File: src/common/sdm_params.svh
// constants for the serdes mode and pin control block
`ifndef SDM_PARAMS_SVH
`define SDM_PARAMS_SVH

// ***************************************************************
// clock and timing
// ***************************************************************
`define SDM_CLK_MHZ 250
`define SDM_POR_NS 100
`define SDM_POR_CYCLES ((`SDM_POR_NS * `SDM_CLK_MHZ + 999) / 1000)
`define SDM_SYNC_WORDS 3
`define SDM_SERIAL_RATIO 20

// ***************************************************************
// widths and frame layout (bit positions in a 20-bit serial word)
// ***************************************************************
`define SDM_WORD_W 16
`define SDM_FRAME_W 20
`define SDM_FRM_EN 19
`define SDM_FRM_ER 18
`define SDM_FRM_PAR 17
`define SDM_FRM_MARK 16
`define SDM_PRBS_W 7

// ***************************************************************
// control pin vector positions and reset value
// ***************************************************************
`define SDM_CTL_N 5
`define SDM_CTL_EN 4
`define SDM_CTL_LOCKN 3
`define SDM_CTL_LOOP 2
`define SDM_CTL_PRBS 1
`define SDM_CTL_SD 0
`define SDM_CTL_RST 5'h08
`define SDM_RX_LOS_WORD 16'hFFFF

`endif

File: src/common/sdm_pkg.sv
// types and shared coding functions for the serdes mode and pin control block
`default_nettype none
`include "sdm_params.svh"

package sdm_pkg;

  // power sequencing states
  typedef enum logic [1:0] {
    SDM_PWR_DOWN = 2'b00,
    SDM_PWR_POR = 2'b01,
    SDM_PWR_RUN = 2'b10
  } sdm_pwr_t;

  typedef logic [`SDM_FRAME_W-1:0] sdm_frame_t;

  // build one serial word from a parallel word and its flags
  function automatic sdm_frame_t sdm_frame(input logic en, input logic er, input logic [`SDM_WORD_W-1:0] d);
    sdm_frame = {en, er, ^d, 1'b1, d};
  endfunction

  // next 20 bits of the x^7+x^6+1 sequence, first bit in the top position
  function automatic sdm_frame_t sdm_prbs_next(input logic [`SDM_PRBS_W-1:0] seed);
    logic [`SDM_PRBS_W-1:0] s;
    sdm_frame_t o;
    s = (seed == '0) ? {`SDM_PRBS_W{1'b1}} : seed;
    o = '0;
    for (int i = 0; i < `SDM_FRAME_W; i++) begin
      s = {s[`SDM_PRBS_W-2:0], s[6] ^ s[5]};
      o[`SDM_FRAME_W-1-i] = s[0];
    end
    sdm_prbs_next = o;
  endfunction

endpackage

`default_nettype wire

File: src/common/sdm_buf_if.sv
// valid/ready carrier between the control block and its transmit buffer
`timescale 1ns/10ps
`default_nettype none

interface sdm_buf_if #(parameter int WIDTH = 18);
  logic wr_valid;
  logic wr_ready;
  logic [WIDTH-1:0] wr_data;
  logic rd_valid;
  logic rd_ready;
  logic [WIDTH-1:0] rd_data;

  modport buf_mp (input wr_valid, input wr_data, input rd_ready, output wr_ready, output rd_valid, output rd_data);
  modport user_mp (output wr_valid, output wr_data, output rd_ready, input wr_ready, input rd_valid, input rd_data);
endinterface

`default_nettype wire

File: src/core/sdm_top.sv
// mode, power and pin control of a 16-bit parallel serial transceiver
//
// Summary of operation
// RULE1 - serial word of twenty bits sent per reference word period
// RULE2 - serial outputs high impedance in loopback, driven otherwise
// RULE3 - serial outputs high impedance throughout power-on reset
// RULE4 - enable low means power-down, only signal detect stays alive; here the transmit buffer also keeps accepting words
// RULE5 - enable rising from power-down passes power-on reset before running
// RULE6 - outside party supplies continuous 75 to 125 MHz reference clock
// RULE7 - transmit flags and word are reference synchronous, registered per word
// RULE8 - lock-to-reference low puts device in transmit-only mode
// RULE9 - lock-to-reference low floats receive word, clock, error and valid pins
// RULE10 - lock-to-reference high: transmit only after receiver sees valid codes
// RULE11 - loopback routes transmitted serial data into the receiver
// RULE12 - outside party keeps loopback low in normal operation
// RULE13 - test enable high: error pin shows pseudorandom pass, high is pass
// RULE14 - received word presented stable at recovered clock rising edge
// RULE15 - receive word outputs high impedance throughout power-on reset
// RULE16 - recovered clock runs at word rate and is low during reset
// RULE17 - in power-down the valid pin follows signal detect, low on loss
// RULE18 - test enable high sends pseudorandom pattern and checks it back
`timescale 1ns/10ps
`default_nettype none
`include "sdm_params.svh"

module sdm_top import sdm_pkg::*; #(
  parameter int POR_CYCLES = `SDM_POR_CYCLES,
  parameter int SYNC_WORDS = `SDM_SYNC_WORDS
) (
  // clock and reset
  input wire logic i_clock,
  input wire logic i_arst_n,
  // control pins
  input wire logic i_device_enable,
  input wire logic i_lock_to_reference_n,
  input wire logic i_loopback_enable,
  input wire logic i_pseudorandom_test_enable,
  input wire logic i_signal_detect,
  // transmit word side
  input wire logic i_tx_valid,
  input wire logic i_transmit_enable,
  input wire logic i_transmit_error_in,
  input wire logic [`SDM_WORD_W-1:0] i_tx_word,
  output logic o_tx_ready,
  // serial side
  input wire logic [`SDM_FRAME_W-1:0] i_serial_in_pos,
  input wire logic [`SDM_FRAME_W-1:0] i_serial_in_neg,
  output logic [`SDM_FRAME_W-1:0] o_serial_out_pos,
  output logic [`SDM_FRAME_W-1:0] o_serial_out_neg,
  output logic o_serial_out_oe,
  // receive word side
  output logic [`SDM_WORD_W-1:0] o_rx_word,
  output logic o_recovered_clock,
  output logic o_receive_error_flag,
  output logic o_rx_bus_oe,
  output logic o_receive_valid_or_signal_loss,
  output logic o_rx_valid_oe,
  // status
  output logic o_power_down,
  output logic o_por_active,
  output logic o_tx_active
);

  generate
    if (POR_CYCLES < 9 || POR_CYCLES > 255) begin : g_bad_por
      $error("sdm_top: POR_CYCLES must lie in 9..255");
    end
    if (SYNC_WORDS < 1 || SYNC_WORDS > 15) begin : g_bad_sync
      $error("sdm_top: SYNC_WORDS must lie in 1..15");
    end
  endgenerate

  // ***************************************************************
  // control pin synchronisers
  // ***************************************************************
  logic [`SDM_CTL_N-1:0] pin_raw, s1_q, s2_q, s3_q, ctl_q;
  localparam logic [`SDM_CTL_N-1:0] CTL_RST = `SDM_CTL_RST;

  assign pin_raw = {i_device_enable, i_lock_to_reference_n, i_loopback_enable, i_pseudorandom_test_enable,
                    i_signal_detect};

  // a change counts only once stages two and three agree
  for (genvar g = 0; g < `SDM_CTL_N; g++) begin : g_sync
    always_ff @(posedge i_clock or negedge i_arst_n) begin
      if (!i_arst_n) begin
        s1_q[g] <= CTL_RST[g];
        s2_q[g] <= CTL_RST[g];
        s3_q[g] <= CTL_RST[g];
        ctl_q[g] <= CTL_RST[g];
      end else begin
        s1_q[g] <= pin_raw[g];
        s2_q[g] <= s1_q[g];
        s3_q[g] <= s2_q[g];
        ctl_q[g] <= (s2_q[g] == s3_q[g]) ? s3_q[g] : ctl_q[g];
      end
    end
  end

  logic c_en, c_lockn, c_loop, c_prbs, c_sd;
  assign c_en = ctl_q[`SDM_CTL_EN];
  assign c_lockn = ctl_q[`SDM_CTL_LOCKN];
  assign c_loop = ctl_q[`SDM_CTL_LOOP];
  assign c_prbs = ctl_q[`SDM_CTL_PRBS];
  assign c_sd = ctl_q[`SDM_CTL_SD];

  // ***************************************************************
  // power sequencing
  // ***************************************************************
  sdm_pwr_t pwr_q, pwr_d;
  logic [7:0] por_cnt_q;
  logic phase_q, run, tick;

  // leaving power-down always goes through a full reset interval
  always_comb begin
    pwr_d = pwr_q;
    case (pwr_q)
      SDM_PWR_DOWN: if (c_en) pwr_d = SDM_PWR_POR; // RULE5
      SDM_PWR_POR: begin
        if (!c_en) pwr_d = SDM_PWR_DOWN;
        else if (por_cnt_q == 8'h00) pwr_d = SDM_PWR_RUN;
      end
      SDM_PWR_RUN: if (!c_en) pwr_d = SDM_PWR_DOWN; // RULE4
      default: pwr_d = SDM_PWR_DOWN;
    endcase
  end

  assign run = (pwr_q == SDM_PWR_RUN);
  assign tick = run && phase_q;

  // state, reset counter and word phase (two clocks per word)
  always_ff @(posedge i_clock or negedge i_arst_n) begin
    if (!i_arst_n) begin
      pwr_q <= SDM_PWR_DOWN;
      por_cnt_q <= 8'(POR_CYCLES - 1);
      phase_q <= 1'b0;
    end else begin
      pwr_q <= pwr_d;
      por_cnt_q <= (pwr_q == SDM_PWR_POR) ? por_cnt_q - 8'h01 : 8'(POR_CYCLES - 1);
      phase_q <= run && !phase_q;
    end
  end

  // ***************************************************************
  // transmit path: buffer then serial word
  // ***************************************************************
  sdm_buf_if #(.WIDTH(`SDM_WORD_W + 2)) tx_if ();
  sdm_frame_t tx_frame_q, tx_frame_n_q, tx_frame_d;
  logic synced_q, tx_act, pop;

  sdm_buf #(.WIDTH(`SDM_WORD_W + 2)) u_buf (.i_clock(i_clock), .i_arst_n(i_arst_n), .bus(tx_if.buf_mp));

  // transmit-only mode needs no link sync; normal mode waits for it
  assign tx_act = run && (!c_lockn || synced_q); // RULE8 RULE10
  assign tx_if.wr_valid = i_tx_valid;
  assign tx_if.wr_data = {i_transmit_enable, i_transmit_error_in, i_tx_word}; // RULE7
  assign tx_if.rd_ready = tick && tx_act && !c_prbs;
  assign pop = tx_if.rd_ready && tx_if.rd_valid;
  assign o_tx_ready = tx_if.wr_ready;

  // one frame per word period; idle frames keep the far end in sync
  assign tx_frame_d = !run ? sdm_frame(1'b0, 1'b0, '0) :
                      !tick ? tx_frame_q :
                      c_prbs ? sdm_prbs_next(tx_frame_q[`SDM_PRBS_W-1:0]) : // RULE18
                      pop ? sdm_frame(tx_if.rd_data[17], tx_if.rd_data[16], tx_if.rd_data[15:0]) : // RULE7
                      sdm_frame(1'b0, 1'b0, '0);

  always_ff @(posedge i_clock or negedge i_arst_n) begin
    if (!i_arst_n) begin
      tx_frame_q <= '0;
      tx_frame_n_q <= '1;
      o_serial_out_oe <= 1'b0;
    end else begin
      tx_frame_q <= tx_frame_d; // RULE1
      tx_frame_n_q <= ~tx_frame_d;
      o_serial_out_oe <= (pwr_d == SDM_PWR_RUN) && run && !c_loop; // RULE2 RULE3
    end
  end

  assign o_serial_out_pos = tx_frame_q;
  assign o_serial_out_neg = tx_frame_n_q;

  // ***************************************************************
  // receive path
  // ***************************************************************
  sdm_frame_t rx_src, prev_q;
  logic rx_run, sd_eff, code_ok, prbs_match;
  logic [3:0] sync_cnt_q;

  // loopback takes the transmit frame and ignores the pins
  assign rx_src = c_loop ? tx_frame_q : i_serial_in_pos; // RULE11
  assign sd_eff = c_loop || c_sd;
  assign code_ok = c_loop || ((i_serial_in_pos == ~i_serial_in_neg) && rx_src[`SDM_FRM_MARK] &&
                   (rx_src[`SDM_FRM_PAR] == ^rx_src[15:0]));
  assign prbs_match = (rx_src == sdm_prbs_next(prev_q[`SDM_PRBS_W-1:0])); // RULE18
  assign rx_run = run && c_lockn;

  // link sync: consecutive good codes, lost only on leaving run
  always_ff @(posedge i_clock or negedge i_arst_n) begin
    if (!i_arst_n) begin
      sync_cnt_q <= 4'h0;
      synced_q <= 1'b0;
      prev_q <= '0;
    end else if (!rx_run) begin
      sync_cnt_q <= 4'h0;
      synced_q <= synced_q && run;
    end else if (tick) begin
      prev_q <= rx_src;
      sync_cnt_q <= code_ok ? ((sync_cnt_q == 4'hF) ? sync_cnt_q : sync_cnt_q + 4'h1) : 4'h0;
      synced_q <= synced_q || (code_ok && sync_cnt_q >= 4'(SYNC_WORDS - 1)); // RULE10
    end
  end

  // pin outputs; word changes with clock low so it is stable at the rise
  always_ff @(posedge i_clock or negedge i_arst_n) begin
    if (!i_arst_n) begin
      o_rx_word <= '0;
      o_recovered_clock <= 1'b0;
      o_receive_error_flag <= 1'b0;
      o_rx_bus_oe <= 1'b0;
      o_receive_valid_or_signal_loss <= 1'b0;
      o_rx_valid_oe <= 1'b0;
    end else begin
      o_recovered_clock <= rx_run && !phase_q; // RULE16
      o_rx_bus_oe <= rx_run; // RULE9 RULE15
      o_rx_valid_oe <= rx_run || (pwr_q == SDM_PWR_DOWN);
      if (pwr_q == SDM_PWR_DOWN) begin
        o_receive_valid_or_signal_loss <= c_sd; // RULE17
      end else if (!rx_run) begin
        o_receive_valid_or_signal_loss <= 1'b0;
      end else if (tick) begin
        o_rx_word <= sd_eff ? rx_src[15:0] : `SDM_RX_LOS_WORD; // RULE14
        o_receive_valid_or_signal_loss <= !sd_eff || (code_ok && rx_src[`SDM_FRM_EN]);
        o_receive_error_flag <= c_prbs ? prbs_match : // RULE13
                                (!sd_eff || !code_ok || rx_src[`SDM_FRM_ER]);
      end
    end
  end

  // status pins; done flag keeps checks off the edge that still sees reset
  logic rst_done_q;
  always_ff @(posedge i_clock or negedge i_arst_n) begin
    if (!i_arst_n) begin
      o_power_down <= 1'b1;
      o_por_active <= 1'b0;
      o_tx_active <= 1'b0;
      rst_done_q <= 1'b0;
    end else begin
      o_power_down <= (pwr_q == SDM_PWR_DOWN); // RULE4
      o_por_active <= (pwr_q == SDM_PWR_POR);
      o_tx_active <= tx_act;
      rst_done_q <= 1'b1;
    end
  end
endmodule

`default_nettype wire

File: src/core/sdm_buf.sv
// two-entry transmit word buffer with registered ready
`timescale 1ns/10ps
`default_nettype none

module sdm_buf #(
  parameter int WIDTH = 18
) (
  // clock and reset
  input wire logic i_clock,
  input wire logic i_arst_n,
  // buffer ports
  sdm_buf_if.buf_mp bus
);

  generate
    if (WIDTH < 1) begin : g_bad_width
      $error("sdm_buf: WIDTH must be at least one");
    end
  endgenerate

  logic [WIDTH-1:0] mem_q [2];
  logic wr_ptr_q;
  logic rd_ptr_q;
  logic [1:0] count_q;
  logic [1:0] count_d;
  logic wr_ready_q;
  logic push;
  logic pop;

  // handshakes; ready is registered so the source sees no long path
  assign push = bus.wr_valid && wr_ready_q;
  assign pop = bus.rd_ready && (count_q != 2'h0);
  assign count_d = 2'(count_q + {1'b0, push} - {1'b0, pop});
  assign bus.wr_ready = wr_ready_q;
  assign bus.rd_valid = (count_q != 2'h0);
  assign bus.rd_data = mem_q[rd_ptr_q];

  // storage has no reset, only pointers, count and ready do
  always_ff @(posedge i_clock) begin
    if (push) begin
      mem_q[wr_ptr_q] <= bus.wr_data;
    end
  end

  // pointers, occupancy and ready
  always_ff @(posedge i_clock or negedge i_arst_n) begin
    if (!i_arst_n) begin
      wr_ptr_q <= 1'b0;
      rd_ptr_q <= 1'b0;
      count_q <= 2'h0;
      wr_ready_q <= 1'b0;
    end else begin
      wr_ptr_q <= wr_ptr_q ^ push;
      rd_ptr_q <= rd_ptr_q ^ pop;
      count_q <= count_d;
      wr_ready_q <= (count_d != 2'h2);
    end
  end

endmodule

`default_nettype wire

File: config.mk
export PLATFORM = sky130hd
export DESIGN_NAME = sdm_top
export DESIGN_NICKNAME = d
export VERILOG_FILES = /design/src/common/sdm_pkg.sv /design/src/common/sdm_buf_if.sv /design/src/core/sdm_top.sv /design/src/core/sdm_buf.sv
export VERILOG_INCLUDE_DIRS = /design/src /design/src/common
export SDC_FILE = /design/constraint.sdc
export NUM_CORES = 1
export LEC_CHECK = 0
export BUFFER_PORTS_ARGS = -buffer_cell sky130_fd_sc_hd__buf_2
export CORE_MARGIN = 5
export CORE_UTILIZATION = 34
export DETAILED_ROUTE_END_ITERATION = 8
export PLACE_DENSITY = 0.64
export SLEW_MARGIN = 5
export SYNTH_ARGS = -nofsm -noshare
export SYNTH_HDL_FRONTEND = slang
export SYNTH_HIERARCHICAL = 1
export SYNTH_SLANG_ARGS = --single-unit
File: constraint.sdc
create_clock -name i_clock -period 6.4 [get_ports i_clock]
set_input_delay 0.32 -clock i_clock [delete_from_list [all_inputs] [get_ports i_clock]]
set_output_delay 0.32 -clock i_clock [all_outputs]
set_load 0.02 [all_outputs]
* Word-level counts from Yosys, hierarchy flattened
Memories as Yosys holds them, arrays and structs flattened. Cells that the tools add are included.
Word-level totals: register bits 113, memory bits (writable) 36, input port bits 66, output and inout port bits 66, word-level logic and storage cells 175, memories kept 1
Operators by class: $add $sub $neg 4, magnitude comparators 1, equal/unequal tests 16, mux-type cells 26, bitwise logic cells 45, reductions and logical operators 40
Memory list:
- u_buf.mem_q | depth 2, width 18, rd ports 1, clocked after Yosys merged registers in 0, wr ports 1, line sdm_buf.sv:21 | logic [WIDTH-1:0] mem_q [2];
Operators by type and width (number):
- $mux 20 | 5
- $xor 1x1->1 | 42
- $eq 20x20->1 | 2
- $not 20->20 | 2
- $reduce_xor 16->1 | 2
- $logic_and 1x1->1 | 16
- $mux 16 | 1
- $mux 4 | 4
- $logic_not 7->1 | 2
- $mux 7 | 2
- $logic_not 8->1 | 1
- $logic_or 1x1->1 | 8
- $mux 1 | 8
- $mux 2 | 4
- $mux 8 | 1
- $sub 8x1->8 const B | 1
- $eq 1x1->1 | 6
- $logic_not 1->1 | 6
- $pmux 2 s3 | 1
- $add 4x1->4 const B | 1
- $eq 2x2->1 const B | 2
- $eq 4x4->1 const B | 1
- $ge 4x2->1 const B | 1
- $ne 2x2->1 const B | 2
- 10 further kinds | 11

* Depth between registers and ports, before layout
depth after elaboration 11, mapped depth 11, depth with buffers taken out 10

* By module
The synthesis kept the hierarchy.
By module, submodules not included:
- sdm_top | instances 1, cells an instance 589, area an instance 5773.0 µm², sequential area each 2736.4 µm²
- sdm_buf | instances 1, cells an instance 82, area an instance 1567.8 µm², sequential area each 1206.2 µm²

* Worst setup path before layout
OpenSTA, ideal clock, no wires.
kind flip-flop to flip-flop, start register tx_frame_q[0] (netlist: o_serial_out_pos[0]), end register tx_frame_q[1] (netlist: o_serial_out_pos[1]), library setup time 0.119 ns, arrival time 2.182 ns, data required time 6.281 ns, setup slack 4.099 ns, cell stages (with the launch flop) 12, buffers on the path 1, clock period less this slack 2.301 ns, cell sequence dfrtp_1 clkbuf_1 inv_1 ha_1 nand2_1 nor4_2 nor2_1 and2_0 a221oi_1 a21oi_1 mux2_2 and2_1
On the way: word-level cells in the longest chain between the ends 9, elaborated cells on any way between the ends 12, those cells by class 4 x mux; 7 x bitwise; 1 x reduce/logical
RTL lines:
- start, declared | line sdm_top.sv:147 | sdm_frame_t tx_frame_q, tx_frame_n_q, tx_frame_d;
- start signal, assigned | line sdm_top.sv:173 | tx_frame_q <= tx_frame_d;
- $logic_not 7->1 | line sdm_pkg.sv:25 | s = (seed == '0) ? {`SDM_PRBS_W{1'b1}} : seed;
- $mux 7 * | line sdm_pkg.sv:25
- $xor 1x1->1 (3 in a row) | line sdm_pkg.sv:28 | s = {s[`SDM_PRBS_W-2:0], s[6] ^ s[5]};
- $xor 1x1->1 * | line sdm_pkg.sv:28
- $mux 20 * | line sdm_top.sv:163 | c_prbs ? sdm_prbs_next(tx_frame_q[`SDM_PRBS_W-1:0]) :
- $mux 20 * | line sdm_top.sv:162 | !tick ? tx_frame_q :
- $mux 20 * | line sdm_top.sv:161 | assign tx_frame_d = !run ? sdm_frame(1'b0, 1'b0, '0) :
- via tx_frame_d[1] | line sdm_top.sv:147
The timed path passes the listed nets; every way through them passes the cells marked *. A chain may end at the register's enable or synchronous reset.

* Worst setup path in the final report
start register phase_q, end register tx_frame_n_q[5] (netlist: o_serial_out_neg[5])
On the way: word-level cells in the longest chain between the ends 9
RTL lines:
- start, declared | line sdm_top.sv:111 | logic phase_q, run, tick;
- start signal, assigned | line sdm_top.sv:139 | phase_q <= run && !phase_q;
- $logic_and 1x1->1 | line sdm_top.sv:128 | assign tick = run && phase_q;
- $logic_and 1x1->1 (2 in a row) | line sdm_top.sv:156 | assign tx_if.rd_ready = tick && tx_act && !c_prbs;
- via tx_if.rd_ready | line sdm_buf_if.sv:10 | logic rd_ready;
- $logic_and 1x1->1 | line sdm_top.sv:157 | assign pop = tx_if.rd_ready && tx_if.rd_valid;
- $mux 20 | line sdm_top.sv:164 | pop ? sdm_frame(tx_if.rd_data[17], tx_if.rd_data[16], tx_if.rd_data[15:0]) :
- $mux 20 | line sdm_top.sv:163
- $mux 20 | line sdm_top.sv:162
- $mux 20 | line sdm_top.sv:161
- via tx_frame_d[5] | line sdm_top.sv:147
- $not 20->20 | line sdm_top.sv:174 | tx_frame_n_q <= ~tx_frame_d;
- end signal, assigned | line sdm_top.sv:174
- end, declared | line sdm_top.sv:147
The timed path passes the listed nets, and every way through them passes these cells.

==> results.sh <==
export IMPL_h_tree_depth=4
export IMPL_synthCells=671
export IMPL_drtAntennaViolNets=0
export IMPL_grt_remaining_overflow=0
export IMPL_clockBufferDepth=2
export IMPL_antenna_cells=0
export IMPL_num_io_pins=132
export IMPL_r2r_cells=7
export IMPL_critPathMaxFanout=37
export IMPL_syn_avg_cell_area_um2=10.9
export IMPL_first_global_vias=5373
export IMPL_multi_input_area_um2=3110
export IMPL_finalCriticalPeriod_ps=3250
export IMPL_yosys_warnings=6
export IMPL_synthAdderAreaFrac_pct=2.05
export IMPL_antenna_found_initial=1
export IMPL_syn_nets=745
export IMPL_crit_chain="inv_1, nor3b_2, and2_1, a221oi_1, a311o_1, a21oi_1, inv_1"
export IMPL_wl_per_cell_um=18.0
export IMPL_async_flop_share_pct=75.8
export IMPL_r2r_start="phase_q$_DFF_PN0_"
export IMPL_yosys_top_cells_area="dfrtp_1 29%, edfxtp_1 15%, dfstp_2 9.7%"
export IMPL_synth_mux_area_share_pct=6.92
export IMPL_ys_flop_type="dfrtp_1"
export IMPL_vias=5371
export IMPL_routed_wl_um=19500
export IMPL_start_util_pct=34.7
export IMPL_worstPathArrival_ps=3590
export IMPL_critPathLaunchType="register"
export IMPL_totalNegativeSetupSlack_ps=0
export IMPL_fin_crit_sh_pct=50.8
export IMPL_hold_class="in -> reg"
export IMPL_max_stage_delay_ps=1050
export IMPL_ys_types=54
export IMPL_avgViaCountPerCell=4.95
export IMPL_drv_cap=0
export IMPL_regArea_um2=3940
export IMPL_endpoint_kind="register"
export IMPL_first_pass_iters=4
export IMPL_place_congestion=0.866
export IMPL_criticalPathCategory="reg -> reg"
export IMPL_path_common_cell="inv_1"
export IMPL_grt_max_degree=65
export IMPL_relSlewSlack_pct=28.5
export IMPL_setup_viol=0
export IMPL_endpoint="o_serial_out_neg[5]$_DFF_PN1_"
export IMPL_synth_compound_area_share_pct=10.6
export IMPL_yosysSeqAreaShare_pct=53.7
export IMPL_initialDrtViolationCount=314
export IMPL_cts_root_buffer="clkbuf_16"
export IMPL_synth_top_area_cell="dfrtp_1"
export IMPL_portBuffers=131
export IMPL_rrSetupSlack_ps=3150
export IMPL_final_util_pct=41.8
export IMPL_required_ps=6740
export IMPL_fp_dieW_um=157
export IMPL_clock_fmax_mhz=308
export IMPL_numCtsBuffers=17
export IMPL_cts_num_sinks=149
export IMPL_hold_viol_final=0
export IMPL_cts_resized=0
export IMPL_insertion_delay_ps=430
export IMPL_synth_simple_gate_area_share_pct=10.8
export IMPL_coreArea_um2=21200
export IMPL_fillers=2058
export IMPL_clk_pin_slew_ps=60
export IMPL_rsz0062_at_grt="no"
export IMPL_grt_pass1_wl_um=30100
export IMPL_synthToLayoutAreaGrowth_pct=20.4
export IMPL_drcViolationCount=0
export IMPL_final_net_count=872
export IMPL_outcome="finished clean"
export IMPL_ys_ff_latch=149
export IMPL_p_per_area_nw_per_um2=276
export IMPL_synthXorXnorAreaFrac_pct=12.0
export IMPL_cts_hold_buf=5
export IMPL_synth_edf_count=36
export IMPL_cp_slowest_cell="dfrtp_1"
export IMPL_worst_slew_pin_slew_ps=1070
export IMPL_skew_ps=15.2
export IMPL_cts_tree="built"
export IMPL_peakVddDrop_mv=0.175
export IMPL_drive_gt1_share_pct=27.3
export IMPL_synth_top_cell_area_share_pct=29.3
export IMPL_post_cts_setup_buffer_count=0
export IMPL_syn_area_um2=7340
export IMPL_core_rowCount=53
export IMPL_track_usage_pct=16.1
export IMPL_p_leak_uw=0.00385
export IMPL_die_h_um=157
export IMPL_hpwl_um=14500
export IMPL_synth_top_family_by_area="XOR/XNOR gates"
export IMPL_die_area_um2=24600
export IMPL_slew_violations=0
export IMPL_reg2reg_to="o_serial_out_neg[5]$_DFF_PN1_"
export IMPL_crit_start="phase_q$_DFF_PN0_"
critical path, delay by kind of cell (launching register included):
family                 cells  cell delay (ps)
DFF                        1             1050
and+or+nand+nor            2              900
buffers and inverters      2              490
AOI/OAI and AO/OA          3              720
stage by stage:
stage | cell area [um^2] | worst slack [ps] | total power [uW] | std cells | hold slack [ps]
3_5_place_dp | 8220 | 3190 | 1520 | 1048 | 336
3_3_place_gp | 8220 | 3230 | 1510 | 1048 | 337
6_report | 8840 | 3150 | 2440 | 1086 | 83.6
2_1_floorplan | 7340 | 4100 | 1390 | 671 | 24.4
5_1_grt | 8840 | 2900 | 2560 | 1086 | 65.8
4_1_cts | 8830 | 3170 | 2470 | 1085 | 3.50
worst min-delay path by stage:
stage | from | endpoint | slack, ps | cells after the start
2_1_floorplan | i_arst_n | c_en$_DFFE_PN0N_ | 20 | 0
3_3_place_gp | s1_q[4]$_DFF_PN0_ | s2_q[4]$_DFF_PN0_ | 340 | 0
3_5_place_dp | s1_q[2]$_DFF_PN0_ | s2_q[2]$_DFF_PN0_ | 340 | 0
4_1_cts | i_loopback_enable | s1_q[2]$_DFF_PN0_ | 3 | 1
5_1_grt | i_tx_word[5] | u_buf/mem_q[1][5]$_DFFE_PP_ | 70 | 1
6_report | i_tx_word[5] | u_buf/mem_q[1][5]$_DFFE_PP_ | 80 | 1
cell usage in the layout (no fill, tap or decap), types with 2 or more instances in the layout:
| cell | synthesis | routed |
|---|---|---|
| nand3_1 | 4 | 4 |
| nand2b_1 | 10 | 10 |
| nor4_1 | 9 | 9 |
| and3_1 | 6 | 6 |
| inv_1 | 35 | 35 |
| nand4_1 | 3 | 3 |
| buf_4 | 0 | 5 |
| a31oi_1 | 4 | 4 |
| edfxtp_1 | 36 | 36 |
| mux2_2 | 19 | 19 |
| nor2b_1 | 5 | 5 |
| dfstp_2 | 27 | 27 |
| o22ai_1 | 16 | 16 |
| mux2i_1 | 26 | 26 |
| nor3_1 | 11 | 11 |
| nor2_1 | 39 | 39 |
| clkbuf_16 | 0 | 17 |
| and2_1 | 7 | 7 |
| a22oi_1 | 11 | 11 |
| a21oi_1 | 35 | 35 |
| maj3_1 | 5 | 5 |
| clkinv_2 | 0 | 4 |
| a21o_1 | 4 | 4 |
| inv_6 | 0 | 2 |
| o21ai_0 | 39 | 39 |
| o32ai_1 | 2 | 2 |
| buf_2 | 9 | 130 |
| mux2_1 | 3 | 3 |
| dfrtp_1 | 86 | 86 |
| nand2_1 | 59 | 59 |
| a221o_1 | 4 | 4 |
| ha_1 | 8 | 8 |
| nor4_2 | 2 | 2 |
| clkinvlp_4 | 0 | 4 |
| a221oi_1 | 3 | 3 |
| xor2_1 | 30 | 30 |
| xnor2_1 | 69 | 69 |
| or3_1 | 3 | 3 |
| dlygate4sd3_1 | 0 | 6 |
synth_stat cells (6+ instances only):
cell	instances
dfrtp_1	86
xnor2_1	69
nand2_1	59
nor2_1	39
o21ai_0	39
edfxtp_1	36
a21oi_1	35
inv_1	35
xor2_1	30
dfstp_2	27
mux2i_1	26
mux2_2	19
clkbuf_1	17
o22ai_1	16
a22oi_1	11
nor3_1	11
nand2b_1	10
buf_2	9
nor4_1	9
ha_1	8
and2_1	7
and3_1	6
kinds of logic after synthesis:
family / Yosys count
AND/OR/NAND/NOR: 165
AO/OA/AOI/OAI: 127
adder cells (fa/ha/maj): 13
flip-flops: 149
buffers and inverters: 69
XOR/XNOR: 100
multiplexers: 48
sequential cells by signal, indices dropped and copies added, names as in the netlist, 4 cells and up:
register and count:
u_buf/mem_q 36, o_serial_out_neg 20, o_serial_out_pos 20, o_rx_word 16, por_cnt_q 8, prev_q 7
s1_q 5, s2_q 5, s3_q 5, sync_cnt_q 4
power breakdown:
group	internal, uW	leakage [uW]	switching (uW)
clock	546	0.000266	392
combinational	170	0.00194	219
sequential	1070	0.00164	41.6
total	1790	0.00385	652
per-layer routing:
metal | up-vias | routed length, um | part of all wire, % | track usage [%]
met3 | 25 | 1450 | 7.4 | 4.45
met2 | 164 | 9250 | 47 | 26.3
met5 | - | 7 | 0.036 | 0
met1 | 2607 | 8550 | 44 | 21.0
li1 | 2573 | - | - | -
met4 | 2 | 294 | 1.5 | 4.63
cell type report:
cell class                 instances  area share (%)
tap                              275            3.89
timing repair buffer             141            8.47
multi-input combinational        453            35.2
inverter                          36            1.53
sequential                       149            44.6
clock inverter                    12            1.20
clock buffer                      20            5.07
(Power assumes the default switching activity.)
